--- src/include/bc_walk_pkg.sv ---
/*
  shared constants and carrier types for the bus-controller poll compare
  and list walker. assumes a 16-bit word-addressed shared memory.
*/
package bc_walk_pkg;
  // ==========================================================
  // widths
  localparam int unsigned WORD_W = 16;
  localparam int unsigned ADDR_W = 16;

  // ==========================================================
  // command block layout, word offsets from the head location
  localparam logic [15:0] CTRL_OFS  = 16'h0000;
  localparam logic [15:0] STAT1_OFS = 16'h0004;
  localparam logic [15:0] TAIL_OFS  = 16'h0008;

  // ==========================================================
  // interrupt log entry
  localparam logic [15:0] LOG_W1_OFS   = 16'h0001;
  localparam logic [15:0] LOG_R_OFS    = 16'h0002;
  localparam logic [15:0] LOG_ENTRY_SZ = 16'h0003;
  localparam int unsigned LOG_SEEN_BIT = 15;
  localparam int unsigned LOG_POLL_BIT = 3;

  // ==========================================================
  // reset values
  localparam logic [15:0] PTR_RST  = 16'h0000;
  localparam logic [15:0] WORD_RST = 16'h0000;

  typedef enum {
    ST_IDLE, ST_FETCH, ST_WAIT_MSG, ST_LOG_W0, ST_LOG_W1, ST_LOG_R,
    ST_UPD_STAT, ST_UPD_CTRL, ST_RD_TAIL
  } walk_st_t;

  // memory request carrier
  typedef struct packed {
    logic        req;
    logic        we;
    logic [15:0] addr;
    logic [15:0] wdata;
  } mem_req_t;

  // whole state of the walker
  typedef struct packed {
    walk_st_t    st;
    logic [15:0] curBlk;
    logic [15:0] logPtr;
    logic [15:0] statWord;
    logic        pollHit;
    logic        logPoll;
    logic [15:0] evtBits;
    logic [15:0] ctrlWb;
    logic        lastBlk;
    logic [15:0] ctrlWord;
    mem_req_t    mem;
    logic        pollIrq;
    logic        blockReady;
    logic        busy;
  } walk_state_t;
endpackage : bc_walk_pkg

--- src/bc_poll_list_walk.sv ---
/*
  poll compare of terminal status words and walk of the command block
  chain and interrupt log list in shared memory.
  assumes the protocol engine, the memory arbiter and the host setup logic
  all run on clk; a memory access completes in the cycle its grant is seen
  while the request is up, and read data is valid in that cycle.
*/
// Notes on behaviour
// - each received status word is compared bitwise against the mask
// - any bit high in both, on a word without statusErr, raises the polling interrupt when enabled
// - host loads first head address; fetching starts there
// - after a block, current pointer becomes the next block address
// - log pointer starts where host puts it, advances per logged block
// - next block may sit anywhere; only the stored link is followed
// - log entries are packed back to back with no gap
// - message end: update block, write control, read tail, fetch next unless lastBlock was set
// - a log entry is two writes then one read at the log pointer
// - last word of a block holds the next block's head address
// - logged polling match sets bit 3 of the logged status word
`timescale 1ns/100ps
`default_nettype none
module bc_poll_list_walk
  import bc_walk_pkg::*;
(
  input  wire logic                    clk,
  input  wire logic                    resetn,
  input  wire logic [15:0]             pollMask,
  input  wire logic                    pollIrqEn,
  input  wire logic                    start,
  input  wire logic [15:0]             hostBlkAddr,
  input  wire logic                    logLoad,
  input  wire logic [15:0]             hostLogAddr,
  input  wire logic                    statusValid,
  input  wire logic                    statusErr,
  input  wire logic [15:0]             statusWord,
  input  wire logic                    msgDone,
  input  wire logic [15:0]             msgEvtBits,
  input  wire logic [15:0]             ctrlWbData,
  input  wire logic                    lastBlock,
  input  wire logic                    mem_access_grant,
  input  wire logic [15:0]             memRdata,
  output logic                         mem_access_request,
  output logic                         memWe,
  output logic [15:0]                  memAddr,
  output logic [15:0]                  memWdata,
  output logic                         pollIrq,
  output logic                         blockReady,
  output logic [15:0]                  ctrlWord,
  output logic [15:0]                  curBlkPtr,
  output logic [15:0]                  logPtr,
  output logic                         busy
);
  import bc_walk_pkg::*;

  walk_state_t s_q;
  walk_state_t s_d;
  logic        done;
  logic        match;

  // ==========================================================
  // helpers
  function automatic logic isAccess(input walk_st_t st);
    return st inside {ST_FETCH, ST_LOG_W0, ST_LOG_W1, ST_LOG_R,
                      ST_UPD_STAT, ST_UPD_CTRL, ST_RD_TAIL};
  endfunction : isAccess

  function automatic mem_req_t accessFor(input walk_state_t s);
    mem_req_t m;
    m = '0;
    m.req = isAccess(s.st);
    unique case (s.st)
      ST_FETCH:    m.addr = s.curBlk + CTRL_OFS;
      ST_LOG_W0: begin
        m.we    = 1'b1;
        m.addr  = s.logPtr;
        m.wdata = s.evtBits;
        m.wdata[LOG_SEEN_BIT] = 1'b1;
        m.wdata[LOG_POLL_BIT] = s.logPoll | s.evtBits[LOG_POLL_BIT];
      end
      ST_LOG_W1: begin
        m.we    = 1'b1;
        m.addr  = s.logPtr + LOG_W1_OFS;
        m.wdata = s.curBlk;
      end
      ST_LOG_R:    m.addr = s.logPtr + LOG_R_OFS;
      ST_UPD_STAT: begin
        m.we    = 1'b1;
        m.addr  = s.curBlk + STAT1_OFS;
        m.wdata = s.statWord;
      end
      ST_UPD_CTRL: begin
        m.we    = 1'b1;
        m.addr  = s.curBlk + CTRL_OFS;
        m.wdata = s.ctrlWb;
      end
      ST_RD_TAIL:  m.addr = s.curBlk + TAIL_OFS;
      default:     m.addr = PTR_RST;
    endcase
    return m;
  endfunction : accessFor

  assign done  = s_q.mem.req & mem_access_grant;
  assign match = statusValid & ~statusErr & (|(statusWord & pollMask));

  // ==========================================================
  // next state
  always_comb begin
    s_d            = s_q;
    s_d.pollIrq    = 1'b0;
    s_d.blockReady = 1'b0;
    if (statusValid && !statusErr) begin
      s_d.statWord = statusWord;
    end
    unique case (s_q.st)
      ST_IDLE: begin
        // log area top chosen by host
        if (logLoad) begin
          s_d.logPtr = hostLogAddr;
        end
        if (start) begin
          s_d.curBlk = hostBlkAddr;
          s_d.st     = ST_FETCH;
        end
      end
      ST_FETCH: begin
        if (done) begin
          s_d.ctrlWord   = memRdata;
          s_d.blockReady = 1'b1;
          s_d.st         = ST_WAIT_MSG;
        end
      end
      ST_WAIT_MSG: begin
        if (msgDone) begin
          s_d.evtBits = msgEvtBits;
          s_d.ctrlWb  = ctrlWbData;
          s_d.lastBlk = lastBlock;
          s_d.logPoll = (s_q.pollHit | match) & pollIrqEn;
          s_d.pollHit = 1'b0;
          // log on an enabled poll hit or on any nonzero event bit
          if (((s_q.pollHit | match) & pollIrqEn) || (|msgEvtBits)) begin
            s_d.st = ST_LOG_W0;
          end else begin
            s_d.st = ST_UPD_STAT;
          end
        end
      end
      ST_LOG_W0:   if (done) s_d.st = ST_LOG_W1;
      ST_LOG_W1:   if (done) s_d.st = ST_LOG_R;
      ST_LOG_R: begin
        if (done) begin
          s_d.logPtr = s_q.logPtr + LOG_ENTRY_SZ;
          s_d.st     = ST_UPD_STAT;
        end
      end
      // update, control write, tail read, fetch unless last block
      ST_UPD_STAT: if (done) s_d.st = ST_UPD_CTRL;
      ST_UPD_CTRL: if (done) s_d.st = ST_RD_TAIL;
      ST_RD_TAIL: begin
        if (done) begin
          s_d.curBlk = memRdata;
          s_d.st     = s_q.lastBlk ? ST_IDLE : ST_FETCH;
        end
      end
    endcase
    // poll interrupt; a hit at message end goes into this log
    // keeping an older hit here would log it again with the next message
    if (match && pollIrqEn) begin
      s_d.pollIrq = 1'b1;
      s_d.pollHit = !(s_q.st == ST_WAIT_MSG && msgDone);
    end
    s_d.mem  = accessFor(s_d);
    s_d.busy = (s_d.st != ST_IDLE);
  end

  always_ff @(posedge clk or negedge resetn) begin
    if (!resetn) begin
      s_q          <= '0;
      s_q.st       <= ST_IDLE;
      s_q.curBlk   <= PTR_RST;
      s_q.logPtr   <= PTR_RST;
      s_q.ctrlWord <= WORD_RST;
    end else begin
      s_q <= s_d;
    end
  end

  // ==========================================================
  // outputs, all straight from s_q
  assign mem_access_request = s_q.mem.req;
  assign memWe              = s_q.mem.we;
  assign memAddr            = s_q.mem.addr;
  assign memWdata           = s_q.mem.wdata;
  assign pollIrq            = s_q.pollIrq;
  assign blockReady         = s_q.blockReady;
  assign ctrlWord           = s_q.ctrlWord;
  assign curBlkPtr          = s_q.curBlk;
  assign logPtr             = s_q.logPtr;
  assign busy               = s_q.busy;
endmodule : bc_poll_list_walk
`default_nettype wire

--- config.mk ---
export PLATFORM = sky130hd
export DESIGN_NAME = bc_poll_list_walk
export DESIGN_NICKNAME = d
export VERILOG_FILES = /design/src/include/bc_walk_pkg.sv /design/src/bc_poll_list_walk.sv
export SDC_FILE = /design/constraint.sdc
export NUM_CORES = 1
export LEC_CHECK = 0
export BUFFER_PORTS_ARGS = -buffer_cell sky130_fd_sc_hd__buf_4
export CELL_PAD_IN_SITES_DETAIL_PLACEMENT = 0
export CELL_PAD_IN_SITES_GLOBAL_PLACEMENT = 1
export CORE_ASPECT_RATIO = 0.6
export CORE_UTILIZATION = 45
export CTS_BUF_LIST = sky130_fd_sc_hd__clkbuf_8 sky130_fd_sc_hd__clkbuf_16
export DETAILED_ROUTE_END_ITERATION = 7
export GPL_TIMING_DRIVEN = 1
export HOLD_SLACK_MARGIN = 0.12
export PLACE_DENSITY = 0.86
export SYNTH_ARGS = -nofsm -noshare
export SYNTH_HDL_FRONTEND = slang
export SYNTH_SLANG_ARGS = --single-unit
--- constraint.sdc ---
create_clock -name clk -period 5.2 [get_ports clk]
set_input_delay 0.52 -clock clk [delete_from_list [all_inputs] [get_ports clk]]
set_output_delay 0.52 -clock clk [all_outputs]
set_load 0.03 [all_outputs]
== Yosys cells after proc, flatten, opt, wreduce, memory -nomap -nowiden ==
Cells that the tools add are included.
Storage, ports and cells
  register bits after elaboration: 168
  latch bits: 0
  memory bits (writable): 0
  bits in read-only memories: 0
  input bits: 122
  logic and storage cells: 91
  memories kept: 0
Cells by class
  add/subtract/negate cells: 5
  $mul: 0
  divide/modulo/power cells: 0
  order comparisons: 0
  equality and inequality tests: 16
  shift-type cells: 0
  multiplexer cells: 26
  bitwise gates (word level): 8
  reduce and logical (&&, ||, !) cells: 18
Operator list (count)
  == test 32 x 3 -> 1 bit (second input constant): 9
  one-hot mux 32 bit (9 select lines): 1
  2-to-1 mux 32 bit: 7
  == test 32 x 2 -> 1 bit (second input constant): 3
  2-to-1 mux 48 bit: 2
  one-hot mux 16 bit (6 select lines): 1
  2-to-1 mux 35 bit: 2
  == test 32 x 1 -> 1 bit (second input constant): 2
  == test 32 x 4 -> 1 bit (second input constant): 2
  one-hot mux 16 bit (2 select lines): 2
  one-hot mux 16 bit (4 select lines): 1
  2-to-1 mux 16 bit: 3
  adder 16 x 2 -> 16 bit (second input constant): 2
  zero test 32 bit: 1
  nonzero test 32 bit: 1
  OR reduction 16 bit: 2
  adder 16 x 1 -> 16 bit (second input constant): 1
  adder 16 x 3 -> 16 bit (second input constant): 1
  adder 16 x 4 -> 16 bit (second input constant): 1
  AND 16 bit: 1
  nonzero test 7 bit: 1
  2-to-1 mux 1 bit: 6
  AND reduction 2 bit: 3
  AND 1 bit: 4
  other kinds (9): 14

== Depth between registers and ports, before layout ==
  depth after elaboration: 12
  depth in mapped cells: 14
  mapped depth without buffers: 12

== Worst setup path before layout ==
No wires, ideal clock.
  path kind: register to register
  from: reg s_q[140] in the netlist's numbering
  to: reg s_q (netlist bit memAddr[15])
  library setup time: 0.139 ns
  arrival time: 3.225 ns
  data required time: 5.061 ns
  setup slack: 1.836 ns
  stages on the path, launching flop included: 12
  buffers on the path: 2
  period minus slack after synthesis: 3.364 ns
  path through: dfrtp_1 -> or4_1 -> or4_4 -> or3b_1 -> buf_2 -> a21oi_4 -> nand2_4 -> buf_6 -> nand3_2 -> nand2_1 -> o211a_1 -> or4_1
RTL lines
  start: declaration: line bc_poll_list_walk.sv:55  | walk_state_t s_q;

==> run summary <==
No sink is reached through more buffers than the 2 on the longest clock path. The run gives 26.2% as the normalized max-slew margin. The min-delay analysis places its worst path in the category in -> reg. Clock tree synthesis selected as its root buffer the cell sky130_fd_sc_hd__clkbuf_16. The area growth from synthesis to final layout is 21.0%. Yosys printed 0 warnings. The hold violation total from the final report was 0; the final-layout fill cell count was 1,772. The tool flagged a number of max-cap violations equal to 0. During placement, the flow inserted port buffers numbering 206.

The initial antenna violation count is 1. Among the stages of the critical path, the cell type that occurs most often is sky130_fd_sc_hd__or4_1. The die is 113 um tall. The run gives 29,500 um as the aggregate routed wire length. The number of placement rows was 40. Ranked by instance count, the synthesized netlist is headed by 167 x sky130_fd_sc_hd__dfrtp_1, 106 x sky130_fd_sc_hd__nand2_1, 80 x sky130_fd_sc_hd__buf_4. The first global-routing pass estimated 45,000 um of wire. Total of flip-flops plus latches after synthesis: 167. In this run the post-CTS setup repair buffer count came out at 0. Of all nets on the critical path, the largest fanout is 32.

Synthesis produced 920 cells. The smallest clock period supported by the final layout is computed as 4540 ps. The number of placed I/O pins came out at 207.

Most frequently used flop master after synthesis: sky130_fd_sc_hd__dfrtp_1. Setup repair after global routing left no endpoint under its margin. Largest stage delay on the critical path: 730 ps.

The cell with the biggest individual delay on the critical path was sky130_fd_sc_hd__dfrtp_1. The number of different library cells used by synthesis comes to 83. The setup violation total in the final timing report was 0; the clock-pin slew reported for the worst setup and hold paths after clock tree synthesis was 80 ps.

In this run the remaining antenna-violating nets after routing total 0. The setup path with the least slack is of type reg -> reg. After clock tree synthesis, the repair step resized 0 gates. The run gives 5510 ps as the required arrival time at the worst endpoint. STA puts the critical path data arrival time at 4850 ps.

For this design the static power due to leakage is 5.17 nW. The total number of vias came out at 7,924. The worst setup path is launched from a flop. The fraction of the yosys area taken by sequential cells is 45.4%, and the ratio of cells with drive above 1 in the final layout is 33.5%. The summed area of non-filler cells in the final layout came out at 0.0111 mm^2.

Most frequent cell after synthesis: sky130_fd_sc_hd__dfrtp_1. Synthesis produced a netlist with a net count of 1,047. The H-tree was split into 4 levels.

The total CTS buffers is 17. Before antenna repair, the detailed router went through 5 iterations. For this block, the initial DRC count from the detailed router was 758. The run gives 0.0105 mm^2 as the post-place instance area. The final layout contains 1,170 nets.

In the routed design, unresolved DRC markers number 0. Counting cells, the worst reg-to-reg path comes to 10. The tools report the final count of pins violating max slew as 0.

For this run the aggregate overflow at the end of global routing stands at 0. IR analysis of the VDD net gives a maximum drop of 0.000385 V. The proportion of synthesized flip-flops having asynchronous set or reset works out to 100%. The run gives 0.00920 mm^2 as the combined area of all synthesized cells. The endpoint class of the critical path was a flop.

After routing, the total negative slack on setup checks comes to 0 ps. After floorplanning, the core was sized to cover 0.0200 mm^2. The chip width came out at 187 um. TritonCTS built the clock tree. The initial utilization of the core area, before any placement, comes to 45.9%. In the routed layout, each cell is associated on average with a via count of 5.96. The repair_antennas step left the layout with diodes totalling 0.

The achievable frequency was 220 MHz. For the full die area, the log shows 0.0210 mm^2. Along the worst hold path, the cell count comes to 2. The biggest area contributor in the post-synthesis netlist is sky130_fd_sc_hd__dfrtp_1.

The tools report the estimated wirelength of the detail-placed design as 22,600 um. The hold buffer count at cts is 1. The run finished with clean final reports.

For the global placement routability congestion, the log shows 1.00. In the post-synthesis netlist, the biggest area contributors are sky130_fd_sc_hd__dfrtp_1 45%, sky130_fd_sc_hd__mux2_2 8.1%, sky130_fd_sc_hd__buf_4 6.5%, sky130_fd_sc_hd__nand2_1 4.3%, sky130_fd_sc_hd__and2_1 2.3%. The share of the clock period used by the worst path after layout is 87.3%. Traced cell by cell, the critical path runs through or4_1 > nand4_1 > nor4b_2 > o211ai_1 > nand2_4 > clkinv_2 > o2111ai_1 > or4_1 > a21oi_1 > or4_1.

The number of enable flip-flop cells after synthesis is 0, and the via count of the first global-routing pass is 7,337. For this design, the sink count on the clock tree is 167. In the final routed layout, each cell accounts on average for 22.2 um. Worst setup skew after layout: 18.6 ps. The synthesized design devotes to its leading area cell type 45.4% of total area. Power spread over the standard cell area amounts to 668 mW/mm^2. The total track usage was 28.6%; the largest net degree at the start of global routing was 71. After synthesis, the mean cell area works out to 10.0 um^2. Insertion delay of the later-clocked pin in the worst-skew pair: 440 ps.

The slew of the pin with the lowest slew margin was 1100 ps.
cell usage in the layout, fill, tap and decap left out, types with 6 or more instances in the layout:
cell,Yosys,layout
sky130_fd_sc_hd__a221o_1,12,12
sky130_fd_sc_hd__nor4_1,16,14
sky130_fd_sc_hd__a22o_1,14,14
sky130_fd_sc_hd__a22oi_1,16,16
sky130_fd_sc_hd__o211ai_1,14,14
sky130_fd_sc_hd__nand3_1,26,26
sky130_fd_sc_hd__buf_4,80,233
sky130_fd_sc_hd__a31oi_1,6,6
sky130_fd_sc_hd__and3_1,11,11
sky130_fd_sc_hd__nand2_1,106,106
sky130_fd_sc_hd__a21oi_1,35,35
sky130_fd_sc_hd__o21ai_0,18,18
sky130_fd_sc_hd__clkbuf_16,0,17
sky130_fd_sc_hd__and2_1,34,34
sky130_fd_sc_hd__a211oi_1,6,6
sky130_fd_sc_hd__mux2i_1,9,9
sky130_fd_sc_hd__nand4_1,12,12
sky130_fd_sc_hd__dfrtp_1,167,167
sky130_fd_sc_hd__nor2_1,40,40
sky130_fd_sc_hd__xnor2_1,6,6
sky130_fd_sc_hd__a221oi_1,6,6
sky130_fd_sc_hd__o31a_1,6,6
sky130_fd_sc_hd__o21ai_1,15,15
sky130_fd_sc_hd__nand3b_1,6,6
sky130_fd_sc_hd__inv_1,17,17
sky130_fd_sc_hd__o22ai_1,8,8
sky130_fd_sc_hd__mux2_2,66,66
sky130_fd_sc_hd__or4_1,6,6
sky130_fd_sc_hd__nor3_1,15,15
through the flow:
stage	setup slack (ps)	util [%]	std cells	total power, mW	hold WS, ps
finish	661	55.6	1329	7.43	321
global route	408	55.6	1329	7.80	312
detailed placement	826	52.6	1296	6.07	473
CTS	827	55.6	1329	7.35	318
global placement	1020	52.6	1296	6.04	469
floorplan	1840	-	920	4.95	224
flip-flops by register name (all words and copies together), names as in the netlist:
| register | count |
|---|---|
| busy | 1 |
| s_q | 82 |
| blockReady | 1 |
| logPtr | 16 |
| memWdata | 16 |
| ctrlWord | 16 |
| mem_access_request | 1 |
| pollIrq | 1 |
| curBlkPtr | 16 |
| memWe | 1 |
| memAddr | 16 |
power by group:
part	internal [mW]	leakage [nW]	total (mW)	switching (mW)
Combinational	1.47	2.77	4.07	2.60
Sequential	1.76	2.11	2.10	0.340
Clock	0.649	0.289	1.27	0.616
Total	3.88	5.17	7.43	3.55
worst paths after layout:
check                                        start                endpoint  slack [ps]
worst max-delay path            s_q[137]$_DFF_PN0_   memAddr[15]$_DFF_PN0_         660
worst min-delay path                ctrlWbData[14]       s_q[68]$_DFF_PN0_         320
worst max register to register  s_q[137]$_DFF_PN0_   memAddr[15]$_DFF_PN0_         660
worst min register to register  s_q[154]$_DFF_PN0_      s_q[154]$_DFF_PN0_         490
max in group asynchronous                   resetn       s_q[88]$_DFF_PN0_        3410
min in group asynchronous                   resetn  memWdata[11]$_DFF_PN0_         640
critical path, delay by kind of cell (launching register included):
family | cells | cell delay [ps]
AND/OR/NAND/NOR | 6 | 2260
flip-flops | 1 | 730
AO/OA/AOI/OAI | 3 | 940
buffers and inverters | 1 | 480
cell type report:
type | instances | area [um^2] | share of cell area, %
Sequential cell | 167 | 4180 | 37.5
Multi-Input combinational cell | 604 | 4170 | 37.5
Timing Repair Buffer | 235 | 1770 | 15.9
Clock buffer | 17 | 425 | 3.82
Tap cell | 273 | 342 | 3.07
Clock inverter | 15 | 175 | 1.57
Inverter | 18 | 68.8 | 0.618
cell families after synthesis:
group	Yosys count	share of synthesized area, %
flops	167	45.4
fa+ha+maj	5	0.680
compound gates	207	16.7
mux	75	9.06
xor+xnor	11	1.05
buf+inv	149	9.55
simple gates	306	17.6
routing by layer:
layer,GRT usage (%),share of wire [%],vias to the layer above,wire [um]
li1,-,-,3550,-
met1,44.1,48,3903,14300
met2,38.4,40,451,11700
met3,9.46,11,20,3240
met4,5.90,0.97,0,287
met5,0,0,-,0
(Power assumes the default switching activity.)
